[src/hose_err_defines.svh]
// constants for the hose port error and status block
`ifndef HOSE_ERR_DEFINES_SVH
`define HOSE_ERR_DEFINES_SVH
`define ADDR_CMD_NSE 4'h0
`define ADDR_DP_NSE 4'h1
`define ADDR_MBOX_TIP 4'h2
`define ADDR_CTRL 4'h3
`define CTRL_IRQ_EN_BIT 0
`define CMD_UNEXP_LO 0
`define CMD_IE_BIT 4
`define CMD_IRQ_EN_BIT 5
`define DP_ERR_LO 0
`define DP_PWR_LO 4
`define DP_IE_BIT 8
`define IPL_NONSPECIFIC 5'h11
`endif

[src/hose_err_pkg.sv]
// types for the hose port error and status block
package hose_err_pkg;
    typedef struct packed {
        logic valid;
        logic [1:0] hose;
    } mbox_status_t;
    typedef struct packed {
        logic req;
        logic [4:0] ipl;
    } irq_req_t;
endpackage

[src/hose_edge_watch.sv]
// synchronises adapter lines of all hoses and reports their events
`timescale 1ns/1ps
module hose_edge_watch #(
    parameter int NHOSE = 4
) (
    input wire logic mclk,
    input wire logic srst,
    input wire logic [NHOSE-1:0] pwr_pin,
    input wire logic [NHOSE-1:0] err_pin,
    output logic [NHOSE-1:0] pwr_level,
    output logic [NHOSE-1:0] err_level,
    output logic [NHOSE-1:0] pwr_change,
    output logic [NHOSE-1:0] err_rise
);
    logic [NHOSE-1:0] p1_reg, p2_reg, p3_reg, e1_reg, e2_reg, e3_reg;
    logic [NHOSE-1:0] p1_next, p2_next, p3_next, e1_next, e2_next, e3_next;
    always_comb begin
        p1_next = pwr_pin;
        p2_next = p1_reg;
        p3_next = p2_reg;
        e1_next = err_pin;
        e2_next = e1_reg;
        e3_next = e2_reg;
    end
    // p3/e3 start from the reset value, so a line already up at reset reports once
    always_ff @(posedge mclk) begin
        if (srst) begin
            p1_reg <= '0;
            p2_reg <= '0;
            p3_reg <= '0;
            e1_reg <= '0;
            e2_reg <= '0;
            e3_reg <= '0;
        end else begin
            p1_reg <= p1_next;
            p2_reg <= p2_next;
            p3_reg <= p3_next;
            e1_reg <= e1_next;
            e2_reg <= e2_next;
            e3_reg <= e3_next;
        end
    end
    assign pwr_level = p2_reg;
    assign err_level = e2_reg;
    assign pwr_change = p2_reg ^ p3_reg;
    assign err_rise = e2_reg & ~e3_reg;
endmodule

[src/hose_port_error_status.sv]
// error and status reporting of a system-bus-to-hose port
// Behaviour
// - status packet without mailbox in progress flags
// - unexpected status posts level 17 if enabled
// - send up-link error, advance up buffer pointer
// - illogical state sets flag, raises bus fault
// - status holds per-hose error and power-good
// - power-good edge either way posts interrupt
// - adapter error assertion posts interrupt, deassert none
`timescale 1ns/1ps
`include "hose_err_defines.svh"
module hose_port_error_status #(
    parameter int NHOSE = 4
) (
    input wire logic mclk,
    input wire logic srst,
    input wire logic [3:0] reg_addr,
    input wire logic [31:0] reg_wdata,
    input wire logic reg_wr,
    input wire logic reg_rd,
    output logic [31:0] reg_rdata,
    input wire hose_err_pkg::mbox_status_t mbox_status,
    input wire logic cmd_ctrl_illogical,
    input wire logic datapath_illogical,
    input wire logic [NHOSE-1:0] hose_adapter_power_good,
    input wire logic [NHOSE-1:0] hose_adapter_error,
    output hose_err_pkg::irq_req_t irq_post,
    output logic up_link_error_command,
    output logic [1:0] up_link_error_hose,
    output logic [NHOSE-1:0] up_buf_advance,
    output logic system_bus_fault_line
);
    logic [NHOSE-1:0] unexpected_mbox_status_flag_reg, unexpected_mbox_status_flag_next;
    logic [NHOSE-1:0] mbox_in_progress_bits_reg, mbox_in_progress_bits_next;
    logic nonspecific_err_irq_enable_reg, nonspecific_err_irq_enable_next;
    logic cmd_ctrl_internal_error_flag_reg, cmd_ctrl_internal_error_flag_next;
    logic datapath_internal_error_flag_reg, datapath_internal_error_flag_next;
    logic fault_reg, fault_next;
    logic [31:0] rdata_reg, rdata_next;
    hose_err_pkg::irq_req_t irq_reg, irq_next;
    logic uplink_reg, uplink_next;
    logic [1:0] uphose_reg, uphose_next;
    logic [NHOSE-1:0] adv_reg, adv_next;
    logic [NHOSE-1:0] pwr_level, err_level, pwr_change, err_rise;
    logic [NHOSE-1:0] unexp_hit;
    logic event_any;

    hose_edge_watch #(.NHOSE(NHOSE)) u_watch (
        .mclk(mclk),
        .srst(srst),
        .pwr_pin(hose_adapter_power_good),
        .err_pin(hose_adapter_error),
        .pwr_level(pwr_level),
        .err_level(err_level),
        .pwr_change(pwr_change),
        .err_rise(err_rise)
    );

    // write-one-to-clear, with a set in the same cycle taking priority
    function automatic logic [NHOSE-1:0] w1c(input logic [NHOSE-1:0] cur, input logic [NHOSE-1:0] set,
                                              input logic [NHOSE-1:0] clr);
        w1c = set | (cur & ~clr);
    endfunction

    function automatic logic hit(input logic [3:0] a, input logic [3:0] want, input logic wr);
        hit = wr && (a == want);
    endfunction

    always_comb begin
        unexp_hit = '0;
        if (mbox_status.valid && !mbox_in_progress_bits_reg[mbox_status.hose]) begin
            unexp_hit[mbox_status.hose] = 1'b1;
        end
    end

    always_comb begin
        unexpected_mbox_status_flag_next = unexpected_mbox_status_flag_reg;
        mbox_in_progress_bits_next = mbox_in_progress_bits_reg;
        nonspecific_err_irq_enable_next = nonspecific_err_irq_enable_reg;
        cmd_ctrl_internal_error_flag_next = cmd_ctrl_internal_error_flag_reg;
        datapath_internal_error_flag_next = datapath_internal_error_flag_reg;
        // clears touch only the addressed bits; enable lives elsewhere
        if (hit(reg_addr, `ADDR_CMD_NSE, reg_wr)) begin
            unexpected_mbox_status_flag_next = w1c(unexpected_mbox_status_flag_reg, unexp_hit,
                reg_wdata[`CMD_UNEXP_LO +: NHOSE]);
            cmd_ctrl_internal_error_flag_next = cmd_ctrl_illogical |
                (cmd_ctrl_internal_error_flag_reg & ~reg_wdata[`CMD_IE_BIT]);
        end else begin
            unexpected_mbox_status_flag_next = unexpected_mbox_status_flag_reg | unexp_hit;
            cmd_ctrl_internal_error_flag_next = cmd_ctrl_internal_error_flag_reg | cmd_ctrl_illogical;
        end
        if (hit(reg_addr, `ADDR_DP_NSE, reg_wr)) begin
            datapath_internal_error_flag_next = datapath_illogical |
                (datapath_internal_error_flag_reg & ~reg_wdata[`DP_IE_BIT]);
        end else begin
            datapath_internal_error_flag_next = datapath_internal_error_flag_reg | datapath_illogical;
        end
        if (hit(reg_addr, `ADDR_MBOX_TIP, reg_wr)) begin
            mbox_in_progress_bits_next = reg_wdata[NHOSE-1:0];
        end
        if (hit(reg_addr, `ADDR_CTRL, reg_wr)) begin
            nonspecific_err_irq_enable_next = reg_wdata[`CTRL_IRQ_EN_BIT];
        end
    end

    always_comb begin
        event_any = |unexp_hit || |pwr_change || |err_rise;
        irq_next.req = nonspecific_err_irq_enable_reg && event_any;
        irq_next.ipl = `IPL_NONSPECIFIC;
        uplink_next = |unexp_hit;
        uphose_next = mbox_status.hose;
        adv_next = unexp_hit;
        // sticky until srst: only a port reset brings the arrays back
        fault_next = fault_reg | cmd_ctrl_illogical | datapath_illogical;
    end

    always_comb begin
        rdata_next = '0;
        if (reg_rd) begin
            if (reg_addr == `ADDR_CMD_NSE) begin
                rdata_next[`CMD_UNEXP_LO +: NHOSE] = unexpected_mbox_status_flag_reg;
                rdata_next[`CMD_IE_BIT] = cmd_ctrl_internal_error_flag_reg;
                rdata_next[`CMD_IRQ_EN_BIT] = nonspecific_err_irq_enable_reg;
            end else if (reg_addr == `ADDR_DP_NSE) begin
                rdata_next[`DP_ERR_LO +: NHOSE] = err_level;
                rdata_next[`DP_PWR_LO +: NHOSE] = pwr_level;
                rdata_next[`DP_IE_BIT] = datapath_internal_error_flag_reg;
            end else if (reg_addr == `ADDR_MBOX_TIP) begin
                rdata_next[NHOSE-1:0] = mbox_in_progress_bits_reg;
            end else if (reg_addr == `ADDR_CTRL) begin
                rdata_next[`CTRL_IRQ_EN_BIT] = nonspecific_err_irq_enable_reg;
            end
        end
    end

    always_ff @(posedge mclk) begin
        if (srst) begin
            unexpected_mbox_status_flag_reg <= '0;
            mbox_in_progress_bits_reg <= '0;
            nonspecific_err_irq_enable_reg <= 1'b0;
            cmd_ctrl_internal_error_flag_reg <= 1'b0;
            datapath_internal_error_flag_reg <= 1'b0;
            fault_reg <= 1'b0;
            rdata_reg <= '0;
            irq_reg <= '0;
            uplink_reg <= 1'b0;
            uphose_reg <= '0;
            adv_reg <= '0;
        end else begin
            unexpected_mbox_status_flag_reg <= unexpected_mbox_status_flag_next;
            mbox_in_progress_bits_reg <= mbox_in_progress_bits_next;
            nonspecific_err_irq_enable_reg <= nonspecific_err_irq_enable_next;
            cmd_ctrl_internal_error_flag_reg <= cmd_ctrl_internal_error_flag_next;
            datapath_internal_error_flag_reg <= datapath_internal_error_flag_next;
            fault_reg <= fault_next;
            rdata_reg <= rdata_next;
            irq_reg <= irq_next;
            uplink_reg <= uplink_next;
            uphose_reg <= uphose_next;
            adv_reg <= adv_next;
        end
    end

    assign reg_rdata = rdata_reg;
    assign irq_post = irq_reg;
    assign up_link_error_command = uplink_reg;
    assign up_link_error_hose = uphose_reg;
    assign up_buf_advance = adv_reg;
    assign system_bus_fault_line = fault_reg;
endmodule

[config.mk]
export PLATFORM = sky130hd
export DESIGN_NAME = hose_port_error_status
export DESIGN_NICKNAME = d
export VERILOG_FILES = /design/src/hose_err_pkg.sv /design/src/hose_edge_watch.sv /design/src/hose_port_error_status.sv
export VERILOG_INCLUDE_DIRS = /design/src
export SDC_FILE = /design/constraint.sdc
export NUM_CORES = 1
export LEC_CHECK = 0
export BUFFER_PORTS_ARGS = -buffer_cell sky130_fd_sc_hd__buf_4
export CAP_MARGIN = 0
export CORE_ASPECT_RATIO = 1.2
export CORE_MARGIN = 2
export CORE_UTILIZATION = 40
export DETAILED_ROUTE_END_ITERATION = 16
export GPL_TIMING_DRIVEN = 0
export PLACE_DENSITY = 0.75
export SYNTH_ARGS = -nofsm -noshare
export SYNTH_HDL_FRONTEND = slang
export SYNTH_SLANG_ARGS = --single-unit
[constraint.sdc]
create_clock -name mclk -period 2.3 [get_ports mclk]
set_input_delay 0.345 -clock mclk [delete_from_list [all_inputs] [get_ports mclk]]
set_output_delay 0.345 -clock mclk [all_outputs]
set_load 0.005 [all_outputs]
==> metrics.txt, run 1 <==
slowest stage delay, CP=0.51 ns; setup TNS=0 ns; Final Hold Vio Count=0; Mapped Cells=208; global route total overflow=0; status=completed; cells along the critical path=buf_4, or4b_1, clkbuf_1, a221oi_1, o21a_1; count of different cell masters after synthesis=32; share of the synthesized area in the top cell type=0.523; Tot Pwr=1.77 mW; largest net degree at the start of global routing=17; DR WL/cell=11.3 um; Initial DRC Count=133; Post-DP HPWL=3020 um; P_int=1.39 mW; Worst path top cell family by delay=simple AND/OR/NAND/NOR gates; CTS tree=done; CP Data Required Time=2.55 ns; io pins=99; post-route ant nets=0; num rows=28; Gates resized, CTS repair=0; minimum clock period=1.43 ns; CP max-delay cell=or4b_1; post-cts hold buffer count=0; Worst Skew=0.00452 ns; Area Overhead vs Synth=30.1%; nets@finish=339; layout cells sized above 1=0.300; top post-synthesis cells by count=dfxtp_1, buf_4, nor2b_1; post-layout instance count excluding filler cells=347; Synth Register Bits=54; Net Sw Frac=0.216; Largest register FFs=9; TritonRoute pass-1 iters=4; unrepaired setup endpoints after global routing=false; gr usage total=0.137; top_reg_cell synth=dfxtp_1; initial antenna violation count=0; Vias/cell=4.56; critical path launch point type=primary input; Buffers & Inverters on Critical Path=2; final WL=3930 um; VDD IR max=284 uV; crit end category=register; port buffer count=46; Leakage=1.22 nW; most frequent cell after synthesis=dfxtp_1; Post-Place Cell Area=2580 um^2; hold_ws=0.222 ns; Clock Sinks=54; post-layout util=0.541; area leader, netlist=dfxtp_1; WS Path Type=primary input to register; latest clock arrival within the worst-skew pair=0.30 ns; htree depth=2; Vias=1581; sw power=0.382 mW; synth warn=0; f_max=701 MHz; final worst slack=0.874 ns; Clock Path Buffers=2; Clk network pwr share=0.343; sequential share of power=0.552; CP arrival=1.68 ns; Max-Cap Viols=0; post-place setup slack=0.590 ns; Critical Path Start=reg_addr[3]; reg2reg path depth=3; Final Cell Area=2690 um^2; FF-to-FF setup slack=0.90 ns; Initial Util=0.416; Core Area=4970 um^2; die area=5760 um^2; post-synthesis average cell area=9.94 um^2; first-pass GRT wire length=6240 um; worst-path fanout max=6; fin crit share=0.620; number of remaining DRC errors=0; Pins Over Slew Limit=0; Hold Crit Class=primary input to register; power share of the combinational group=0.104; Final GP Congestion=0.884; crit path to=reg_rdata[3]$_SDFF_PP0_; Post-CTS Setup Inserts=0; register area share after synthesis=0.523; pwr/cell area=659 nW/um^2; number of diodes=0; worst r2r src=mbox_in_progress_bits_reg[0]$_SDFFE_PP0P_; Placed Instances=339; # setup viols final=0; top post-synthesis cells by area=dfxtp_1, buf_4, nor2b_1, inv_1, a21oi_1; WP depth=5; share of flip-flops with an asynchronous set or reset=0; CTS buffer count=5; Worst-path clk slew=0.09 ns; vias in the first global route=1407; Die X=69.6 um; die span in y=82.8 um; Post-synth EDFFs=0; RR Endpoint=up_buf_advance[2]$_SDFF_PP0_; Root Buffer=clkbuf_8; post-synthesis cell area=2070 um^2
## cells by family after synthesis
| kind of cell | synth area share |
|---|---|
| xor+xnor | 0.0169 |
| mux | 0.0315 |
| compound gates | 0.0932 |
| buf+inv | 0.143 |
| flops | 0.523 |
| simple gates | 0.191 |
| other cells | 0.00181 |
## layout by cell type (no fill, tap or decap), drive strengths merged, types with 5 or more instances in the layout
cell	n
buf	73
o21ai	5
dfxtp	54
nand2b	6
nand3	7
nor2b	25
clkbuf	13
nor3	6
inv	17
a21oi	9
conb	26
nor2	6
## final cells by class
cell class,instances,area [um^2]
fill,443,2280
sequential,54,1080
multi-input combinational,127,785
timing repair buffer,46,345
buffer,35,233
tap,60,75.1
clock buffer,5,68.8
inverter,17,63.8
clock inverter,3,40.0
## routing by layer
| metal | vias up | GRT usage | routed length (um) |
|---|---|---|---|
| met3 | 5 | 0.0447 | 363 |
| li1 | 794 | - | - |
| met5 | - | 0 | 0 |
| met1 | 713 | 0.149 | 1510 |
| met4 | 0 | 0.0519 | 48 |
| met2 | 69 | 0.253 | 2010 |
## worst register-to-register path: cells and delay by family, from the launching register on
family           cells  cell delay (ns)
DFF                  1             0.34
muxes                1             0.47
and+or+nand+nor      2             0.51
## power groups by stage
| stage | combinational [mW] | sequential [mW] | clock (mW) |
|---|---|---|---|
| final | 0.185 | 0.979 | 0.608 |
| after global routing | 0.205 | 0.983 | 0.655 |
| after CTS | 0.184 | 0.979 | 0.623 |
| after detailed placement | 0.183 | 1.00 | 0 |
| after global placement | 0.181 | 1.00 | 0 |
| after floorplan | 0.109 | 0.999 | 0 |
## worst min-delay path by stage
| stage | depth (start not counted) | start | endpoint |
|---|---|---|---|
| 3_5_place_dp | 1 | u_watch.e1_reg[0]$_SDFF_PP0_ | u_watch.err_level[0]$_SDFF_PP0_ |
| 5_1_grt | 2 | srst | up_link_error_hose[0]$_SDFF_PP0_ |
| 2_1_floorplan | 1 | u_watch.e1_reg[0]$_SDFF_PP0_ | u_watch.err_level[0]$_SDFF_PP0_ |
| 4_1_cts | 2 | srst | up_link_error_hose[0]$_SDFF_PP0_ |
| 6_report | 2 | srst | up_link_error_hose[0]$_SDFF_PP0_ |
| 3_3_place_gp | 1 | u_watch.p1_reg[2]$_SDFF_PP0_ | u_watch.pwr_level[2]$_SDFF_PP0_ |
Power figures use the tool's default switching activity.
==> run 2, diff against run 1 <==
- clock period: 2.3 -> 1.46 ns (I/O delays scaled with it)
==> metrics.txt, run 2 (synthesis results as in run 1) <==
status=completed (unchanged); Final GP Congestion=0.884 (unchanged); DR WL/cell=11.4 um (was 11.3 um); Leakage=1.22 nW (about the same); CTS tree=done (unchanged); Largest register FFs=9 (unchanged); Max-Cap Viols=0 (unchanged); Clock Sinks=54 (unchanged); worst-path fanout max=4 (was 6); post-place setup slack=-0.124 ns (was 0.590 ns); first-pass GRT wire length=6240 um (unchanged); # fillers=443 (unchanged); htree depth=2 (unchanged); Clock Path Buffers=2 (unchanged); register area=1080 um^2 (unchanged); Post-DP HPWL=3020 um (unchanged); port buffer count=46 (unchanged); Initial DRC Count=138 (was 133); final worst slack=0.0890 ns (was 0.874 ns); latest clock arrival within the worst-skew pair=0.30 ns (about the same); io pins=99 (unchanged); cells along the critical path=mux4_2, or3_4, nor3_1 (was buf_4, or4b_1, clkbuf_1, a221oi_1, o21a_1); WS Path Type=register to register (was primary input to register); # setup viols final=0 (unchanged); Worst path top cell family by delay=simple AND/OR/NAND/NOR gates (unchanged); die area=5760 um^2 (unchanged); crit end category=register (unchanged); worst r2r src=mbox_in_progress_bits_reg[3]$_SDFFE_PP0P_ (was mbox_in_progress_bits_reg[0]$_SDFFE_PP0P_); CTS buffer count=5 (unchanged); unrepaired setup endpoints after global routing=false (unchanged); CP arrival=1.61 ns (was 1.68 ns); number of remaining DRC errors=0 (unchanged); Worst-path clk slew=0.09 ns (about the same); CP Data Required Time=1.69 ns (was 2.55 ns); Critical Path Start=mbox_in_progress_bits_reg[3]$_SDFFE_PP0P_ (was reg_addr[3]); f_max=729 MHz; critical path launch point type=register (was primary input); minimum clock period=1.37 ns; Die X=69.6 um (unchanged); largest net degree at the start of global routing=17 (unchanged); final WL=3940 um (was 3930 um); die span in y=82.8 um (unchanged); Root Buffer=clkbuf_8 (unchanged); num rows=28 (unchanged); Core Area=4970 um^2 (unchanged); global route total overflow=0 (unchanged); TritonRoute pass-1 iters=4 (unchanged); fin crit share=0.939; slowest stage delay, CP=0.48 ns (was 0.51 ns); pwr/cell area=1040 nW/um^2 (was 659 nW/um^2); most common cell after layout, fill and taps aside=buf_4 (unchanged); VDD IR max=448 uV (was 284 uV); Area Overhead vs Synth=30.4% (was 30.1%); Worst Skew=0.00523 ns (was 0.00452 ns); gr usage total=0.137 (unchanged); nets@finish=339 (unchanged); CP max-delay cell=mux4_2 (was or4b_1); Vias/cell=4.53 (was 4.56); Vias=1571 (was 1581); Hold Crit Class=primary input to register (unchanged); Initial Util=0.416 (unchanged); most frequent cells in the layout=buf_4, dfxtp_1, conb_1, nor2b_1, inv_1 (unchanged); FF-to-FF setup slack=0.09 ns (was 0.90 ns); layout cells sized above 1=0.303 (was 0.300); vias in the first global route=1407 (unchanged); post-layout util=0.542 (was 0.541); Multi-input gate area=790 um^2 (was 785 um^2); Final Hold Vio Count=0 (unchanged); number of diodes=0 (unchanged); Pins Over Slew Limit=0 (unchanged); initial antenna violation count=0 (unchanged); Hold Crit Start=srst (unchanged); Buffers & Inverters on Critical Path=0 (was 2); post-route ant nets=0 (unchanged)
[run 2: cell counts in the layout (fill, tap and decap cells not counted)]
No cell type changed its count.
[run 2: worst reg2reg max path, cell delays in order (launching register included)]
cell and delay (ns):
dfxtp_1 0.33, mux4_2 0.48, or3_4 0.36, nor3_1 0.13
[run 2: per-stage QoR]
stage          hold slack (ns)  area (um^2)  cells  TNS (ns)  power, mW
6_report                0.0946         2700    347         0       2.80
3_3_place_gp             0.416         2580    339    -0.409       1.86
3_5_place_dp             0.417         2580    339    -0.513       1.87
4_1_cts                 0.0919         2690    347         0       2.81
5_1_grt                 0.0984         2700    347         0       2.91
2_1_floorplan            0.295         2160    233         0       1.75
[run 2: repair_timing]
action,4_1_cts,5_1_grt
hold buffers,0,0
gates resized for setup,0,1
endpoints found under the setup margin,0,1
buffers inserted,0,0
[run 2: worst paths after layout]
path / to / cells past startpoint
max: up_buf_advance[1]$_SDFF_PP0_ / 3
min: up_link_error_hose[0]$_SDFF_PP0_ / 2
max reg2reg: up_buf_advance[1]$_SDFF_PP0_ / 3
min reg2reg: u_watch.err_level[2]$_SDFF_PP0_ / 1
[run 2: report_power, final]
group / switching, mW / leakage, nW / internal (mW)
combinational: 0.129 / 0.724 / 0.164
sequential: 0.0199 / 0.442 / 1.52
clock: 0.456 / 0.0579 / 0.505
total: 0.605 / 1.22 / 2.19
[run 2: final cells by class]
cell class,count,share of cell area
sequential,54,0.401
clock buffer,5,0.0255
clock inverter,3,0.0148
timing repair buffer,46,0.128
buffer,35,0.0863
inverter,17,0.0237
multi-input combinational,127,0.293
tap,60,0.0278
[run 2: routing by layer]
layer  wire length [um]  GRT usage  vias up  part of all wire
li1                   -          -      795                 -
met1               1540      0.149      710              0.39
met2               2020      0.253       61              0.51
met3                335     0.0447        5             0.085
met4                 48     0.0519        0             0.012
met5                  0          0        -                 0
==> run 3, diff against run 2 <==
- MAX_ROUTING_LAYER: not set -> met4
==> metrics.txt, run 3 <==
area leader, netlist=dfxtp_1 (unchanged); num rows=28 (unchanged); Root Buffer=clkbuf_8 (unchanged); WEP type=sequential cell input; Initial Util=0.416 (unchanged); Post-synth EDFFs=0 (unchanged); Compound-Gate Fraction of Synth Area=0.0932 (unchanged); most frequent cell after synthesis=dfxtp_1 (unchanged); top_reg_cell synth=dfxtp_1 (unchanged); Gates resized, CTS repair=0 (unchanged); post-synthesis average cell area=9.94 um^2 (unchanged); Mapped Cells=208 (unchanged); port buffer count=46 (unchanged); Synth Area in XOR/XNOR=0.0169 (unchanged); htree depth=2 (unchanged); error msg=[ERROR DRT-0255] Maze Route cannot find path of net mclk in worker of routeBox ( 48300 0 ) ( 69640 48300 ).; top post-synthesis cells by count=dfxtp_1, buf_4, nor2b_1 (unchanged); io pins=99 (unchanged); Failed at=5_2_route; gr usage total=0.141 (was 0.137); share of flip-flops with an asynchronous set or reset=0 (unchanged); Synth Register Bits=54 (unchanged); register area share after synthesis=0.523 (unchanged); post-synthesis mux area share=0.0315 (unchanged); simple-gate portion of the synthesized area=0.191 (unchanged); die span in y=82.8 um (unchanged); largest net degree at the start of global routing=18 (was 17); synth warn=0 (unchanged); post-synthesis cell area=2070 um^2 (unchanged); vias in the first global route=1406 (was 1407); first-pass GRT wire length=6110 um (was 6240 um); Final GP Congestion=0.899 (was 0.884); global route total overflow=0 (unchanged); Clock Sinks=54 (unchanged); Post-Synth Adder-Cell Area=0 (unchanged); Die X=69.6 um (unchanged); count of different cell masters after synthesis=32 (unchanged); status=aborted with a tool error (was completed); Post-CTS Setup Inserts=0 (unchanged); Post-DP HPWL=2990 um (was 3020 um); top post-synthesis cells by area=dfxtp_1, buf_4, nor2b_1, inv_1, a21oi_1 (unchanged); main combinational cell family by area after synthesis=simple AND/OR/NAND/NOR gates (unchanged); share of the synthesized area in the top cell type=0.523 (unchanged); worst setup endpoint GRT=up_buf_advance[1]$_SDFF_PP0_/D; post-cts hold buffer count=0 (unchanged); CTS buffer count=5 (unchanged); Clock Path Buffers=2 (unchanged); initial antenna violation count=0 (unchanged)
==> run 3: cells by family after synthesis <==
group	after synthesis
and+or+nand+nor	64
muxes	4
other	1
AOI/OAI and AO/OA	29
xor gates and xnor gates	4
buffers and inverters	52
DFF	54
==> run 3: routing by layer <==
metal	global-route usage
met1	0.148
met2	0.241
met3	0.0483
met4	0.0712
met5	-
==> run 3: through the flow <==
step                      TNS [ns]  hold WS (ns)  setup slack, ns  area (um^2)  std cells
after floorplan                  0         0.295            0.168         2160        233
after global placement      -0.408         0.415           -0.101         2580        339
after global routing      -0.00876        0.0876         -0.00806         2700        347
after CTS                        0        0.0804           0.0711         2700        347
after detailed placement    -0.489         0.417           -0.116         2580        339
==> run 4, diff against run 3 <==
- CORE_ASPECT_RATIO: 1.2 -> not set
- CORE_UTILIZATION: 40 -> 25
- MAX_ROUTING_LAYER: met4 -> not set
- PLACE_DENSITY: 0.75 -> not set
- PLACE_DENSITY_LB_ADDON: not set -> 0.15
==> metrics.txt, run 4 (synthesis results as in run 1) <==
status=completed (was aborted with a tool error); CP Data Required Time=1.69 ns; Gates resized, CTS repair=0 (unchanged); num rows=33 (was 28); # fillers=861; worst-path fanout max=4; Final GP Congestion=0.800 (was 0.899); gr usage total=0.0968 (was 0.141); VDD IR max=366 uV; number of diodes=0; Largest register FFs=9; Vias=1520; CP max-delay cell=mux4_2; CTS buffer count=5 (unchanged); latest clock arrival within the worst-skew pair=0.30 ns; FF-to-FF setup slack=0.07 ns; Die X=95.0 um (was 69.6 um); Post-DP HPWL=3260 um (was 2990 um); layout cells sized above 1=0.303; Pins Over Slew Limit=0; Hold Crit Start=srst; port buffer count=46 (unchanged); Hold Crit Class=primary input to register; post-cts hold buffer count=0 (unchanged); # setup viols final=0; WS Path Type=register to register; fin crit share=0.955; Area Overhead vs Synth=32.2%; number of remaining DRC errors=0; setup TNS=0 ns; cells along the critical path=mux4_2, or3_4, nor3_1; Leakage=1.21 nW; initial antenna violation count=0 (unchanged); worst r2r src=mbox_in_progress_bits_reg[0]$_SDFFE_PP0P_; hold_ws=0.103 ns; slowest stage delay, CP=0.47 ns; nets@finish=339; die area=9020 um^2; global route total overflow=0 (unchanged); Initial Util=0.254 (was 0.416); CTS tree=done; Multi-input gate area=790 um^2; Critical Path Start=mbox_in_progress_bits_reg[0]$_SDFFE_PP0P_; Max-Cap Viols=0; DR WL/cell=10.7 um; minimum clock period=1.39 ns; register area=1080 um^2; crit end category=register; f_max=717 MHz; Clock Path Buffers=2 (unchanged); unrepaired setup endpoints after global routing=false; first-pass GRT wire length=6600 um (was 6110 um); pwr/cell area=973 nW/um^2; Clock Sinks=54 (unchanged); vias in the first global route=1366 (was 1406); Initial DRC Count=42; Final Hold Vio Count=0; Worst-path clk slew=0.10 ns; post-route ant nets=0; critical path launch point type=register; most frequent cells in the layout=buf_4, dfxtp_1, conb_1, nor2b_1, inv_1; most common cell after layout, fill and taps aside=buf_4; Vias/cell=3.88; TritonRoute pass-1 iters=4; htree depth=2 (unchanged); CP arrival=1.62 ns; io pins=99 (unchanged); Core Area=8130 um^2; final WL=4180 um; die span in y=95.0 um (was 82.8 um); Worst Skew=0.00442 ns; largest net degree at the start of global routing=18 (unchanged); Post-CTS Setup Inserts=0 (unchanged); Root Buffer=clkbuf_8 (unchanged)
[run 4: per-layer routing]
| metal | part of all wire | up-vias | global-route usage |
|---|---|---|---|
| li1 | - | 797 | - |
| met2 | 0.47 | 45 | 0.149 |
| met1 | 0.45 | 674 | 0.126 |
| met5 | 0 | - | 0 |
| met3 | 0.065 | 4 | 0.0287 |
| met4 | 0.014 | 0 | 0.0399 |
[run 4: per-stage QoR]
step	utilization	total power, mW	cells	worst slack (ns)	area (um^2)
2_1_floorplan	-	1.75	233	0.168	2160
3_3_place_gp	0.324	1.87	384	-0.127	2640
3_5_place_dp	0.324	1.87	384	-0.118	2640
4_1_cts	0.335	2.70	392	0.0736	2730
5_1_grt	0.336	2.81	392	0.0144	2730
6_report	0.336	2.66	392	0.0661	2730
[run 4: final cells by class]
class                   instances  share of cell area
clock buffers                   5              0.0252
repair buffers                 46               0.126
inverters                      17              0.0233
plain buffers                  35              0.0851
clock inverters                 3             0.00778
well taps                     105              0.0481
flip-flops and latches         54               0.395
multi-input cells             127               0.289
[run 4: worst paths after layout]
check                                           to  cells past startpoint
hold / removal    up_link_error_hose[0]$_SDFF_PP0_                      2
setup / recovery      up_buf_advance[2]$_SDFF_PP0_                      3
setup reg to reg      up_buf_advance[2]$_SDFF_PP0_                      3
hold reg to reg    u_watch.pwr_level[2]$_SDFF_PP0_                      1
[run 4: critical path: cells and delay by family (launching register included)]
kind	cells	cell delay, ns
mux	1	0.47
simple gates	2	0.50
flops	1	0.35
[run 4: power breakdown]
| group | switching [mW] | internal [mW] |
|---|---|---|
| Combinational | 0.129 | 0.164 |
| Clock | 0.486 | 0.338 |
| Sequential | 0.0204 | 1.52 |
